File: config.mk
export PLATFORM = sky130hd
export DESIGN_NAME = mac_gap_station_regs
export DESIGN_NICKNAME = d
export VERILOG_FILES = /design/src/hdl/mac_cfg_pkg.sv /design/src/hdl/mac_gap_station_regs.sv /design/src/hdl/gap_timer.sv
export SDC_FILE = /design/constraint.sdc
export NUM_CORES = 1
export LEC_CHECK = 0
export ABC_AREA = 1
export CAP_MARGIN = 20
export CORE_MARGIN = 2
export CORE_UTILIZATION = 50
export CTS_BUF_LIST = sky130_fd_sc_hd__clkbuf_16
export DETAILED_ROUTE_END_ITERATION = 8
export DONT_BUFFER_PORTS = 1
export GPL_ROUTABILITY_DRIVEN = 0
export GPL_TIMING_DRIVEN = 0
export PLACE_DENSITY = 0.67
export SETUP_SLACK_MARGIN = 0.2
export SLEW_MARGIN = 0
export SYNTH_ARGS = -nofsm -noshare
export SYNTH_HDL_FRONTEND = slang
export SYNTH_SLANG_ARGS = --single-unit
File: constraint.sdc
create_clock -name clock_in -period 4.6 [get_ports clock_in]
set_input_delay 1.15 -clock clock_in [delete_from_list [all_inputs] [get_ports clock_in]]
set_output_delay 1.15 -clock clock_in [all_outputs]
set_load 0.03 [all_outputs]
File: src/hdl/mac_cfg_pkg.sv
// constants for the mac gap, phy support and station address slice
// Summary of operation
// - carrier seen during first gap window makes the mac defer transmission.
// - carrier after first window: keep timing second gap, then transmit.
// - second gap field sets non-back-to-back gap; eighteen recommended.
// - reduced link reset bit one holds reduced link logic in reset.
// - reduced link speed bit one selects 100 Mbps, zero selects 10 Mbps.
// - reduced link bits affect only reduced link logic, not other phy modes; the speed bit also sets the gap tick rate in every mode.
// - station bits 15-8 are octet six, bits 7-0 octet five.
// - station address loads from factory value at reset; factory_station_in is loaded on the first clock after reset releases.
// - 16-bit and 32-bit accesses accepted, set, clear, invert aliases too.
// - byte-wide accesses are ignored with no state change; here only byte writes are dropped, a byte read still returns the register.
// - unimplemented support bits, 31-12 too, read zero and ignore writes.
package mac_cfg_pkg;
    localparam logic [7:0] gap_cfg_off = 8'h00;
    localparam logic [7:0] phy_supp_off = 8'h10;
    localparam logic [7:0] station_off = 8'h20;
    localparam logic [3:0] alias_clr = 4'h4;
    localparam logic [3:0] alias_set = 4'h8;
    localparam logic [3:0] alias_inv = 4'hc;
    localparam int gap_one_lsb = 8;
    localparam int gap_two_lsb = 0;
    localparam int gap_width = 7;
    localparam int link_reset_bit = 11;
    localparam int link_speed_bit = 8;
    localparam logic [31:0] gap_cfg_mask = 32'h00007f7f;
    localparam logic [31:0] phy_supp_mask = 32'h00000900;
    localparam logic [31:0] station_mask = 32'h0000ffff;
    localparam logic [31:0] gap_cfg_reset = 32'h00000c12;
    localparam logic [31:0] phy_supp_reset = 32'h00000000;
    localparam logic [6:0] gap_one_default = 7'h0c;
    localparam logic [6:0] gap_two_default = 7'h12;
    typedef enum logic [1:0] {op_write, op_clr, op_set, op_inv} alias_op_t;
    typedef enum logic [1:0] {gap_idle, gap_part_one, gap_part_two, gap_done}
        gap_state_t;
endpackage

File: src/hdl/mac_gap_station_regs.sv
// wishbone register slice: gap, reduced link support, station octets
`timescale 1ns/1ps
module mac_gap_station_regs
    import mac_cfg_pkg::*;
#(
    parameter logic [15:0] factory_station = 16'h0000, // value arbitrary
    parameter int tick_div = 1
)
(
    input wire logic clock_in,
    input wire logic sys_rst_in,
    input wire logic cyc_in,
    input wire logic stb_in,
    input wire logic we_in,
    input wire logic [7:0] adr_in,
    input wire logic [3:0] sel_in,
    input wire logic [31:0] dat_in,
    input wire logic [15:0] factory_station_in,
    input wire logic rmii_mode_in,
    input wire logic tx_request_in,
    input wire logic carrier_in,
    output logic [31:0] dat_out,
    output logic ack_out,
    output logic tx_go_out,
    output logic deferring_out,
    output logic reduced_link_logic_reset_out,
    output logic reduced_link_speed_select_out,
    output logic [15:0] station_address_out
);
    logic [31:0] nonconsecutive_gap_config;
    logic [31:0] phy_support_control;
    logic [31:0] station_address_low_octets;
    logic [7:0] reg_base;
    logic [3:0] alias_bits;
    logic wide_ok;
    logic do_write;
    logic loaded;
    alias_op_t op;
    logic tick;
    logic [7:0] div_count;

    assign reg_base = {adr_in[7:4], 4'h0};
    assign alias_bits = adr_in[3:0];
    // byte lanes must form a halfword or a word for a write; a byte write is dropped
    assign wide_ok = (sel_in == 4'hf) || (sel_in == 4'h3)
        || (sel_in == 4'hc);
    assign do_write = cyc_in && stb_in && we_in && !ack_out && wide_ok;

    always_comb
    begin
        case (alias_bits)
            alias_clr: op = op_clr;
            alias_set: op = op_set;
            alias_inv: op = op_inv;
            default: op = op_write;
        endcase
    end

    function automatic logic [31:0] apply_op(input logic [31:0] cur,
        input logic [31:0] wdat, input logic [3:0] sel, input alias_op_t o,
        input logic [31:0] mask);
        logic [31:0] lane;
        logic [31:0] bits;
        logic [31:0] res;
        lane = {{8{sel[3]}}, {8{sel[2]}}, {8{sel[1]}}, {8{sel[0]}}};
        bits = wdat & lane & mask;
        case (o)
            op_clr: res = cur & ~bits;
            op_set: res = cur | bits;
            op_inv: res = cur ^ bits;
            default: res = (cur & ~(lane & mask)) | bits;
        endcase
        return res & mask;
    endfunction

    // wishbone classic: one registered ack, one wait state, dropped the next cycle
    always_ff @(posedge clock_in)
    begin
        if (sys_rst_in)
            ack_out <= 1'b0;
        else
            ack_out <= cyc_in && stb_in && !ack_out;
    end

    always_ff @(posedge clock_in)
    begin
        if (sys_rst_in)
            nonconsecutive_gap_config <= gap_cfg_reset;
        else if (do_write && reg_base == gap_cfg_off)
            nonconsecutive_gap_config <= apply_op(nonconsecutive_gap_config,
                dat_in, sel_in, op, gap_cfg_mask);
    end

    always_ff @(posedge clock_in)
    begin
        if (sys_rst_in)
            phy_support_control <= phy_supp_reset;
        else if (do_write && reg_base == phy_supp_off)
            phy_support_control <= apply_op(phy_support_control, dat_in,
                sel_in, op, phy_supp_mask);
    end

    // factory value is a port, so it is caught after reset releases
    always_ff @(posedge clock_in)
    begin
        if (sys_rst_in)
        begin
            station_address_low_octets <= {16'h0000, factory_station};
            loaded <= 1'b0;
        end
        else if (!loaded)
        begin
            station_address_low_octets <= {16'h0000, factory_station_in};
            loaded <= 1'b1;
        end
        else if (do_write && reg_base == station_off)
            station_address_low_octets <= apply_op(
                station_address_low_octets, dat_in, sel_in, op,
                station_mask);
    end

    always_ff @(posedge clock_in)
    begin
        if (sys_rst_in)
            dat_out <= 32'h00000000;
        else if (cyc_in && stb_in && !we_in && !ack_out)
        begin
            case (reg_base)
                gap_cfg_off: dat_out <= nonconsecutive_gap_config;
                phy_supp_off: dat_out <= phy_support_control;
                station_off: dat_out <= station_address_low_octets;
                default: dat_out <= 32'h00000000;
            endcase
        end
    end

    // link outputs only act while the reduced link is the chosen phy mode
    always_ff @(posedge clock_in)
    begin
        if (sys_rst_in)
        begin
            reduced_link_logic_reset_out <= 1'b0;
            reduced_link_speed_select_out <= 1'b0;
            station_address_out <= 16'h0000;
        end
        else
        begin
            reduced_link_logic_reset_out <= rmii_mode_in
                && phy_support_control[link_reset_bit];
            reduced_link_speed_select_out <= rmii_mode_in
                && phy_support_control[link_speed_bit];
            station_address_out <= station_address_low_octets[15:0];
        end
    end

    // gap timebase: one enable per bit-time slot, slower at 10 Mbps
    always_ff @(posedge clock_in)
    begin
        if (sys_rst_in)
        begin
            div_count <= 8'h00;
            tick <= 1'b0;
        end
        else if (div_count == 8'h00)
        begin
            tick <= 1'b1;
            div_count <= phy_support_control[link_speed_bit]
                ? 8'(tick_div - 1) : 8'((tick_div * 10) - 1);
        end
        else
        begin
            tick <= 1'b0;
            div_count <= div_count - 8'h01;
        end
    end

    gap_timer #(
        .gap_w(gap_width)
    ) u_gap (
        .clock_in(clock_in),
        // gated copy: the reset bit must not act outside reduced link mode
        .sys_rst_in(sys_rst_in || reduced_link_logic_reset_out),
        .tick_in(tick),
        .start_in(tx_request_in),
        .carrier_in(carrier_in),
        .carrier_window_gap_in(
            nonconsecutive_gap_config[gap_one_lsb +: gap_width]),
        .nonconsecutive_frame_gap_in(
            nonconsecutive_gap_config[gap_two_lsb +: gap_width]),
        .tx_go_out(tx_go_out),
        .deferring_out(deferring_out)
    );

    byte_ignored_a: assert property (@(posedge clock_in)
        disable iff (sys_rst_in)
        (cyc_in && stb_in && we_in && !ack_out && !wide_ok && loaded)
        |=> $stable(nonconsecutive_gap_config)
        && $stable(phy_support_control)
        && $stable(station_address_low_octets))
        else $error("byte write changed a register");
    supp_upper_zero_a: assert property (@(posedge clock_in)
        disable iff (sys_rst_in)
        (phy_support_control & ~phy_supp_mask) == 32'h00000000)
        else $error("unimplemented support bit set");
    set_alias_a: assert property (@(posedge clock_in)
        disable iff (sys_rst_in)
        (do_write && reg_base == phy_supp_off && op == op_set)
        |=> (phy_support_control & $past(phy_support_control))
        == $past(phy_support_control))
        else $error("set alias cleared a bit");
    speed_out_a: assert property (@(posedge clock_in)
        disable iff (sys_rst_in)
        ##1 reduced_link_speed_select_out ==
        ($past(rmii_mode_in) && $past(phy_support_control[link_speed_bit])))
        else $error("speed output mismatch");
    link_reset_a: assert property (@(posedge clock_in)
        disable iff (sys_rst_in)
        !rmii_mode_in |=> !reduced_link_logic_reset_out)
        else $error("link reset outside reduced mode");
    ack_once_a: assert property (@(posedge clock_in)
        disable iff (sys_rst_in)
        ack_out |=> !ack_out)
        else $error("ack held two cycles");
endmodule

File: src/hdl/gap_timer.sv
// non-back-to-back gap timer with carrier deference
`timescale 1ns/1ps
module gap_timer
    import mac_cfg_pkg::*;
#(
    parameter int gap_w = 7
)
(
    input wire logic clock_in,
    input wire logic sys_rst_in,
    input wire logic tick_in,
    input wire logic start_in,
    input wire logic carrier_in,
    input wire logic [gap_w-1:0] carrier_window_gap_in,
    input wire logic [gap_w-1:0] nonconsecutive_frame_gap_in,
    output logic tx_go_out,
    output logic deferring_out
);
    gap_state_t state;
    logic [gap_w-1:0] count;

    always_ff @(posedge clock_in)
    begin
        if (sys_rst_in)
        begin
            state <= gap_idle;
            count <= '0;
            tx_go_out <= 1'b0;
            deferring_out <= 1'b0;
        end
        else
        begin
            tx_go_out <= 1'b0;
            case (state)
                gap_idle:
                begin
                    if (start_in)
                    begin
                        state <= gap_part_one;
                        count <= '0;
                        deferring_out <= 1'b0;
                    end
                end
                gap_part_one:
                begin
                    if (carrier_in)
                    begin
                        // carrier inside the window: back off and restart
                        deferring_out <= 1'b1;
                        count <= '0;
                    end
                    else if (tick_in)
                    begin
                        deferring_out <= 1'b0;
                        if (count >= carrier_window_gap_in)
                            state <= gap_part_two;
                        else
                            count <= count + 1'b1;
                    end
                end
                gap_part_two:
                begin
                    // carrier is ignored now, so a collision is accepted
                    if (tick_in)
                    begin
                        if (count >= nonconsecutive_frame_gap_in)
                        begin
                            state <= gap_done;
                            tx_go_out <= 1'b1;
                        end
                        else
                            count <= count + 1'b1;
                    end
                end
                gap_done:
                    state <= gap_idle;
                default:
                    state <= gap_idle;
            endcase
        end
    end

    carrier_defers_a: assert property (@(posedge clock_in)
        disable iff (sys_rst_in)
        (state == gap_part_one && carrier_in) |=> deferring_out && !tx_go_out)
        else $error("carrier in first window did not defer");
    second_gap_go_a: assert property (@(posedge clock_in)
        disable iff (sys_rst_in)
        tx_go_out |-> $past(state) == gap_part_two)
        else $error("transmit not from second gap");
    gap_count_a: assert property (@(posedge clock_in)
        disable iff (sys_rst_in)
        tx_go_out |-> $past(count) >= $past(nonconsecutive_frame_gap_in))
        else $error("transmit before second gap elapsed");
endmodule

# Word level (Yosys, flattened, before mapping)
# Cells that the tools add are included.
# word_totals
reg_bits	104
out_inout_bits	53
input_bits	68
elab_cells	123
# op_classes
reduce_logical	26
bitwise	24
order_cmp	2
n_mux	30
n_addsub	2
n_eq_ne	24
# op_table
cell	count
$pmux 16 s3	2
$and 16x16->16	3
$pmux 15 s3	1
$mux 7	6
$pmux 12 s3	1
$mux 16	2
$not 16->16	2
$or 16x16->16	2
$and 15x15->15	2
$not 15->15	2
$or 15x15->15	2
$and 12x12->12	2
$not 12->12	2
$or 12x12->12	2
$pmux 7 s3	1
$eq 4x4->1 const B	4
$logic_not 8->1	2
$xor 16x16->16	1
$xor 15x15->15	1
$ge 7x7->1	2
$logic_and 1x1->1	12
$mux 2	6
$reduce_and 6->1	2
$xor 12x12->12	1
24 further kinds	45

# Logic depth before layout (Yosys ltp)
# Gate-level depths: netlist of the first run.
# depth
ltp_word	7
ltp_mapped	13
ltp_nobuf	13

# Modules after synthesis
# From an unflattened synthesis of the first run, not the netlist that was laid out.
# hier_totals
hier_cells	900
hier_area_um2	5816.8
# by_module_without_submodules
module	seq_area_each_um2	cells_per_inst	instances	area_each_um2
mac_gap_station_regs	1541.5	719	1	4687.0
gap_timer	220.2	181	1	1129.8

# Worst setup path after synthesis of the first run
# OpenSTA, ideal clock, no wires.
# synth_timing
path_kind	input -> register
from	input port sel_in[1]
to	register station_address_low_octets[0]
cell_stages	11
setup_slack_ns	2.423
n_path_buf	2
setup_ns	0.119
t_arrival_ns	2.058
required_ns	4.481
path_cell_list	buf_4 > inv_1 > o21ai_1 > nor2_1 > nand2_1 > inv_1 > nand2_1 > nand2_2 > buf_4 > o21ai_0 > a21oi_1
# synth_between
elab_chain_cells	6
word_cells_on_any_way	8
cone_classes	eq/ne: 4; reduce/logical: 4
# synth_rtl
element	line_no	rtl
start, declared	mac_gap_station_regs.sv:16	input wire logic [3:0] sel_in,
$eq 4x4->1 or $eq 4x2->1 (tied branches)	mac_gap_station_regs.sv:45	assign wide_ok = (sel_in == 4'hf) || (sel_in == 4'h3)
$logic_or 1x1->1	mac_gap_station_regs.sv:45	
$logic_or 1x1->1 *	mac_gap_station_regs.sv:46	|| (sel_in == 4'hc);
$logic_and 1x1->1 *	mac_gap_station_regs.sv:47	assign do_write = cyc_in && stb_in && we_in && !ack_out && wide_ok;
$logic_and 1x1->1 *	mac_gap_station_regs.sv:116	else if (do_write && reg_base == station_off)
$ne 2x1->1 (no line) *	-	
end signal, assigned	mac_gap_station_regs.sv:108	station_address_low_octets <= {16'h0000, factory_station};
end signal, assigned	mac_gap_station_regs.sv:113	station_address_low_octets <= {16'h0000, factory_station_in};
end signal, assigned	mac_gap_station_regs.sv:117	station_address_low_octets <= apply_op(
end, declared	mac_gap_station_regs.sv:32	logic [31:0] station_address_low_octets;
# Mark *: on every way between the ends. The rest lies on a longest branch, timed or not.
# A chain may end at the register's enable or synchronous reset.

# Worst setup path in the final report of the first run
# layout_timing
from	input port sel_in[1]
to	register station_address_low_octets[7]
# Same word-level chain as after synthesis.

==> results of run 1 <==
[metal layers]
| layer | global-route usage, % | part of all wire (%) | up-vias |
|---|---|---|---|
| met4 | 10.81 | 2.5 | 0 |
| met5 | 0 | 0 | - |
| li1 | - | - | 2641 |
| met3 | 4.581 | 8.5 | 35 |
| met1 | 35.35 | 44 | 2454 |
| met2 | 43.66 | 45 | 235 |
[power by group through the flow]
stage          sequential (mW)  combinational [mW]  clock, mW
6_report                 0.906               0.589      0.783
3_5_place_dp             0.921               0.581          0
3_3_place_gp             0.919               0.555          0
5_1_grt                  0.916               0.680      0.820
4_1_cts                  0.905               0.585      0.789
2_1_floorplan            0.905               0.464          0
[synthesized netlist by cell type, drive strengths merged, types with 5 or more instances]
library cell / count
a21oi: 71
a21boi: 10
o22ai: 13
or2: 18
buf: 29
nor3: 5
o21ai: 97
nand4: 6
nor2: 75
nand2: 194
nand3: 23
ha: 52
clkbuf: 17
inv: 86
dfxtp: 88
[state kept, by name, indices dropped and copies added (netlist names), 2 cells and up]
name / flops
u_gap.count: 7
dat_out: 16
nonconsecutive_gap_config: 14
phy_support_control: 2
div_count: 8
u_gap.state: 2
station_address_low_octets: 16
station_address_out: 16
[path summary, 6_finish.rpt]
| path | cells past startpoint | to | slack (ns) |
|---|---|---|---|
| hold / removal | 1 | div_count[0] | 0.45 |
| setup reg to reg | 10 | u_gap.count[1] | 2.65 |
| setup / recovery | 11 | station_address_low_octets[7] | 2.37 |
| hold reg to reg | 1 | div_count[0] | 0.45 |
[layout make-up]
cell class	count	area [um2]	share of cell area, %
multi-input cells	592	3149	52.56
well taps	140	175.2	2.923
flip-flops and latches	88	1762	29.40
clock inverters	7	85.08	1.420
plain buffers	46	265.3	4.427
clock buffers	9	225.2	3.759
inverters	88	330.3	5.513
[stage by stage]
| stage | area [um2] | utilization [%] | hold slack [ns] |
|---|---|---|---|
| after floorplan | 5507 | - | 0.4244 |
| after global placement | 5682 | 52.88 | 0.4415 |
| after detailed placement | 5682 | 52.88 | 0.4483 |
| after CTS | 5992 | 55.76 | 0.4598 |
| after global routing | 5992 | 55.76 | 0.4685 |
| final | 5992 | 55.76 | 0.4549 |
[worst max-delay path: cells and delay by family]
family                 cells  cell delay [ns]
AOI/OAI and AO/OA          3             0.38
and+or+nand+nor            4             0.39
buffers and inverters      4             0.53
[cell families after synthesis]
family          after synthesis
compound gates              197
flops                        88
buf+inv                     134
other cells                   1
xor+xnor                      4
fa+ha+maj                    52
simple gates                323
==> summary.txt, run 1 <==
Status
  – Status: finished clean

Synthesis
  – #FFs+latches synth: between 80 and 90
  – Post-synthesis sequential area ratio: 32.32%
  – Compound-Gate Fraction of Synth Area: about a fifth
  – Post-synthesis cell area: 5450 um2
  – Simple-gate share of the synthesized area: 24.98%
  – Mean Syn Cell Area: 6.821 um2
  – Post-synth top flop: dfxtp_1
  – Synth cell types: 36
  – Post-synth top area share: 32.32%
  – Async SR Flop Fraction: 0%
  – Mux share of post-synthesis cell area: 0%
  – Xor/xnor share of the synthesized area: 0.6428%
  – Synth Area in Adders: 11.94%
  – Largest family of logic cells by synthesized area: simple AND/OR/NAND/NOR gates
  – Warnings from Yosys: 0
  – Post-synth EDFFs: 0
  – Synth Instances: 799
  – Synth area leader: dfxtp_1
  – Top post-synthesis cells by area: dfxtp_1, nand2_1, ha_1, a21oi_1, o21ai_0

Layout
  – Commonest non-fill, non-tap cells in the layout: nand2_1, dfxtp_1, inv_1, a21oi_1, o21ai_0
  – Post-route insts no fill: between 900 and 1000
  – Commonest non-fill, non-tap cell in the layout: nand2_1
  – Antenna cells: 0
  – Fillers: around 1100
  – NumNets Final: approximately 950
  – Synth-to-layout area growth: 9.940%
  – Layout cells sized above 1: 9.639%

STA
  – Worst setup margin: 2.373 ns
  – # setup viols final: 0
  – Final hold vios: 0
  – Unrepaired setup endpoints after global routing: no
  – Fmax achieved: roughly 0.45 GHz
  – Final Skew: approximately 0.01 ns
  – Worst-Margin Slew: 0.6787 ns
  – Worst slew margin: 54.75%
  – Fin Setup TNS: 0 ns
  – Final period utilization: 48.42%
  – Fin crit period: about 2.2 ns
  – Slew Viols, Final: 0

Critical path
  – CP endpoint kind: flip-flop
  – R2R Path Start: nonconsecutive_gap_config[4]
  – Crit-path max FO: 10
  – CP arrival: 2.47 ns
  – Crit path kind: in -> reg
  – Worst-path cell chain: buf_4 -> inv_1 -> o21ai_1 -> nor2_1 -> nand2_1 -> inv_1 -> nand2_1 -> nand2_2 -> buf_4 -> o21ai_0 -> a21oi_1
  – Max incr delay on CP: about 0.18 ns
  – Critical Path Start Type: input port
  – Critical Path RT: 4.85 ns
  – Crit. Startpoint: sel_in[1]
  – CP max stage cell: buf_4

Routing
  – First drt pass iteration count: 5
  – Iteration-0 DRC Markers: 411
  – Post-route antenna net violation count: 0
  – Vias per cell: 5.531
  – Routed via count: roughly 5400
  – Drt total wl: 15450 um
  – Routed wire length per instance: ~16 um
  – Detailed-route DRC error count: 0

Flow run
  – Max-Cap Viols: 0

Place
  – DP Cell Count: 954
  – Port Buffers: 0
  – HPWL Detailed: 11710 um
  – Worst slack at placement: 2.041 ns

Clock tree
  – Post-CTS Setup Inserts: 0
  – TritonCTS Sinks: 88
  – Num CTS Buffers: 9
  – Worst-path clk slew: 0.07 ns
  – Worst-Skew Late Latency: 0.36 ns
  – Cts hold-fix bufs: 0
  – H-tree lvl count: 3
  – Root buffer cell: clkbuf_16
  – CTS max path bufs: 2
  – Resized Gates After CTS: 0
  – CTS tree: done

Floorplanning
  – Die Height: 108.4 um
  – Die X: 108.4 um
  – # rows: 38
  – Core area: approximately 11000 um2
  – Num ports: between 100 and 150
  – Initial core utilization: approximately half
  – DIE AREA: around 12000 um2

Power and ir drop
  – Max VDD drop: 204.8 uV
  – Pwr/cell area: 380.1 nW/um2
  – Final Power: 2.278 mW
  – Sequential Power Share: between 30% and 40%
  – Psw: around 810 uW
  – Leak: 2.742 nW
  – Combinational Power Share: 25.8%
  – Sw frac: roughly 35%
  – Power Internal: 1.471 mW
  – Clk pwr share: 34.4%

GRT
  – Grt total ovfl: 0
  – Initial antenna violation count: 0
  – Global-route wire length before repair: 24510 um
  – Largest net degree at the start of global routing: 18
  – Vias in the first global route: 5129
  – Total track usage: a little over a quarter

Hold path
  – Worst Hold Class: reg -> reg
  – Hold path start: div_count[0]
Note: power is estimated with default switching activity, not from simulation.
==> run 2: changes to the inputs <==
- PLACE_DENSITY: 0.67 -> 0.7
- clock period: 4.6 -> 1.8 ns (I/O delays scaled with it)
==> run 2 against run 1 <==
Clock-buffer cell count unchanged. Worst setup slack got worse by 2.3 ns. Via count is 3.9% higher. Clock power grew to 2.8 times the previous value. Non-clock buffer count grew 23. Largest power group unchanged. Sequential power increased to 2.6 times the previous value. Global-route usage grew 1.8 points. Flip-flop and latch count unchanged. Clock skew grew 0.0019 ns. Final cell count up 2.4%. Largest cell class unchanged. Critical path depth grew 1.
==> summary.txt, run 2 (synthesized netlist as in run 1, its figures left out) <==
Floorplanning
  – Die X: 108.4 um (unchanged)
  – # rows: 38 (unchanged)
  – DIE AREA: 11750 um2 (unchanged)
  – Num ports: 121 (unchanged)
  – Core area: 10750 um2 (unchanged)
  – Die Height: 108.4 um (unchanged)
  – Initial core utilization: 50.72% (unchanged)

Clock tree
  – TritonCTS Sinks: 88 (unchanged)
  – H-tree lvl count: 3 (unchanged)
  – CTS tree: done
  – Worst-path clk slew: 0.06 ns (about the same)
  – Worst-Skew Late Latency: 0.35 ns (about the same)
  – Root buffer cell: clkbuf_16
  – Num CTS Buffers: 9 (unchanged)
  – Cts hold-fix bufs: 0 (unchanged)
  – CTS max path bufs: 2 (unchanged)

Routing
  – Wire length on met1: 6931 um (+0.90%)
  – Vias per cell: 5.614 (+1.5%)
  – Routed wire length per instance: 16.64 um (+4.5%)
  – Detailed-route DRC error count: 0 (unchanged)
  – Routed via count: 5575 (+3.9%)
  – Iteration-0 DRC Markers: 444 (+8.0%)
  – First drt pass iteration count: 7 (+2)
  – Met2 wire length: 7336 um (+6.6%)
  – Top sig layer: met4
  – Drt total wl: 16520 um (+6.9%)
  – Post-route antenna net violation count: 0 (unchanged)
  – Routed met3 length: 1665 um (+27%)

Critical path
  – Critical Path RT: 2.03 ns (-2.82 ns)
  – Crit-path max FO: 4 (-6)
  – CP most frequent cell: nand2_2
  – R2r setup slk: 0.08 ns (-2.57 ns)
  – RR Endpoint: u_gap.count[3]
  – Crit path kind: reg -> reg
  – CP max stage cell: dfxtp_4
  – R2R Path Start: u_gap.count[4]
  – Worst-path cell chain: buf_12 -> ha_4 -> nand2_2 -> nand2_2 -> a21oi_2 -> nand3_1 -> nand2_2 -> inv_2 -> nor2_4 -> nand2_1 -> nand2_1 -> nor2_1
  – Critical Path Start Type: flip-flop
  – Reg2Reg Depth: 12 (+2)
  – CP endpoint kind: flip-flop
  – WP buf/inv: 2 (-2)
  – CP arrival: 1.95 ns (-0.52 ns)
  – CP delay by family, top: simple AND/OR/NAND/NOR gates
  – Max incr delay on CP: 0.37 ns (+0.19 ns)

Power and ir drop
  – Clk pwr share: 34.1% (-0.3 points)
  – Pwr/cell area: 976.5 nW/um2 (+160%)
  – Combinational Power Share: 29.4% (+3.6 points)
  – Sw frac: 33.79% (-1.6 points)
  – Psw: 2.163 mW (+170%)
  – Max VDD drop: 591.3 uV (+190%)
  – Sequential Power Share: 36.5% (-3.3 points)
  – Power Internal: 4.239 mW (+190%)
  – Final Power: 6.402 mW (+180%)
  – Leak: 2.927 nW (+6.8%)

STA
  – # setup viols final: 0 (unchanged)
  – Slew Viols, Final: 0 (unchanged)
  – Unrepaired setup endpoints after global routing: yes
  – Worst slew margin: 54.69% (-0.059 points)
  – Final Skew: 0.01201 ns (+0.001869 ns)
  – Fmax achieved: approximately 0.6 GHz
  – Fin crit period: 1.716 ns
  – Final hold vios: 0 (unchanged)
  – Worst setup margin: 0.08389 ns (-2.289 ns)
  – Hold WS: 0.2360 ns (-0.2190 ns)
  – Final period utilization: 95.34%
  – Worst-Margin Slew: 0.6796 ns (+0.0008831 ns)

Layout
  – Commonest non-fill, non-tap cells in the layout: nand2_1, o21ai_0, nor2_1, dfxtp_1
  – Layout cells sized above 1: 21.45% (+12 points)
  – NumNets Final: 968 (+2.4%)
  – Largest regs: dat_out: 16 flops, station_address_low_octets: 16 flops, station_address_out: 16 flops
  – Antenna cells: 0 (unchanged)
  – Synth-to-layout area growth: 20.29%
  – Commonest non-fill, non-tap cell in the layout: nand2_1
  – Design Area, Final: 6556 um2 (+9.4%)

Place
  – Port Buffers: 0 (unchanged)
  – Post-DP Area: 5682 um2 (unchanged)
  – HPWL Detailed: 11620 um (-0.83%)
  – Worst slack at placement: -0.1255 ns (-2.166 ns)

GRT
  – Initial antenna violation count: 0 (unchanged)
  – Vias in the first global route: 5304 (+3.4%)
  – Largest net degree at the start of global routing: 16 (-2)
  – Global-route wire length before repair: 26060 um (+6.3%)
  – Grt total ovfl: 0 (unchanged)
  – Total track usage: 28.68% (+1.8 points)

Hold path
  – Hold Path Depth: 2 (+1)
  – Hold path start: rmii_mode_in
  – Worst Hold Class: in -> reg
  – WHS Endpoint: reduced_link_speed_select_out

Status
  – Status: finished clean

Flow run
  – Max-Cap Viols: 0 (unchanged)
-- run 2: changes by cell type in the layout (fill, tap and decap cells not counted), sizes merged --
cell | previous run | this run
clkbuf | 26 | 27
inv | 90 | 88
clkinvlp | 2 | 0
bufinv | 1 | 3
clkinv | 2 | 4
buf | 29 | 51
-- run 2: final cells by class --
| cell class | count | area (um2) |
|---|---|---|
| timing repair buffer | 23 | 182.7 |
| multi-input combinational | 592 | 3417 |
| buffer | 46 | 284.0 |
| clock inverter | 7 | 120.1 |
| inverter | 88 | 344.1 |
| sequential | 88 | 1808 |
| clock buffer | 9 | 225.2 |
| fill | 967 | 4189 |
| tap | 140 | 175.2 |
-- run 2: worst max path at each step --
stage	start	to	cells after the start
final	u_gap.count[4]	u_gap.count[3]	12
after global routing	u_gap.count[4]	u_gap.count[3]	12
after CTS	u_gap.count[4]	u_gap.count[5]	11
after detailed placement	nonconsecutive_gap_config[4]	u_gap.count[1]	11
after global placement	nonconsecutive_gap_config[4]	u_gap.count[1]	10
after floorplan	nonconsecutive_gap_config[6]	u_gap.count[0]	10
-- run 2: stage by stage --
step | util (%) | TNS, ns | cells
3_5_place_dp | 52.88 | -0.9673 | 954
3_3_place_gp | 52.88 | -0.3969 | 954
5_1_grt | 61.02 | -0.002580 | 993
4_1_cts | 59.51 | 0 | 988
6_report | 61.02 | 0 | 993
2_1_floorplan | - | 0 | 814
-- run 2: metal layers --
metal / global-route usage, % / up-vias
met4: 14.10 / 0
li1: - / 2685
met5: 0 / -
met1: 36.96 / 2544
met3: 7.113 / 50
met2: 44.64 / 296
-- run 2: timing repair --
| action | 4_1_cts | 5_1_grt |
|---|---|---|
| gates resized for setup | 70 | 42 |
| buffers inserted | 18 | 4 |
| gates cloned | 0 | 1 |
| endpoints found under the setup margin | 37 | 50 |
| pin swaps | 19 | 14 |
-- run 2: power groups by stage --
stage / sequential [mW] / clock, mW / combinational (mW)
after CTS: 2.33 / 2.21 / 1.70
after global placement: 2.35 / 0 / 1.41
after floorplan: 2.31 / 0 / 1.19
after detailed placement: 2.36 / 0 / 1.46
after global routing: 2.36 / 2.29 / 2.10
final: 2.34 / 2.18 / 1.88
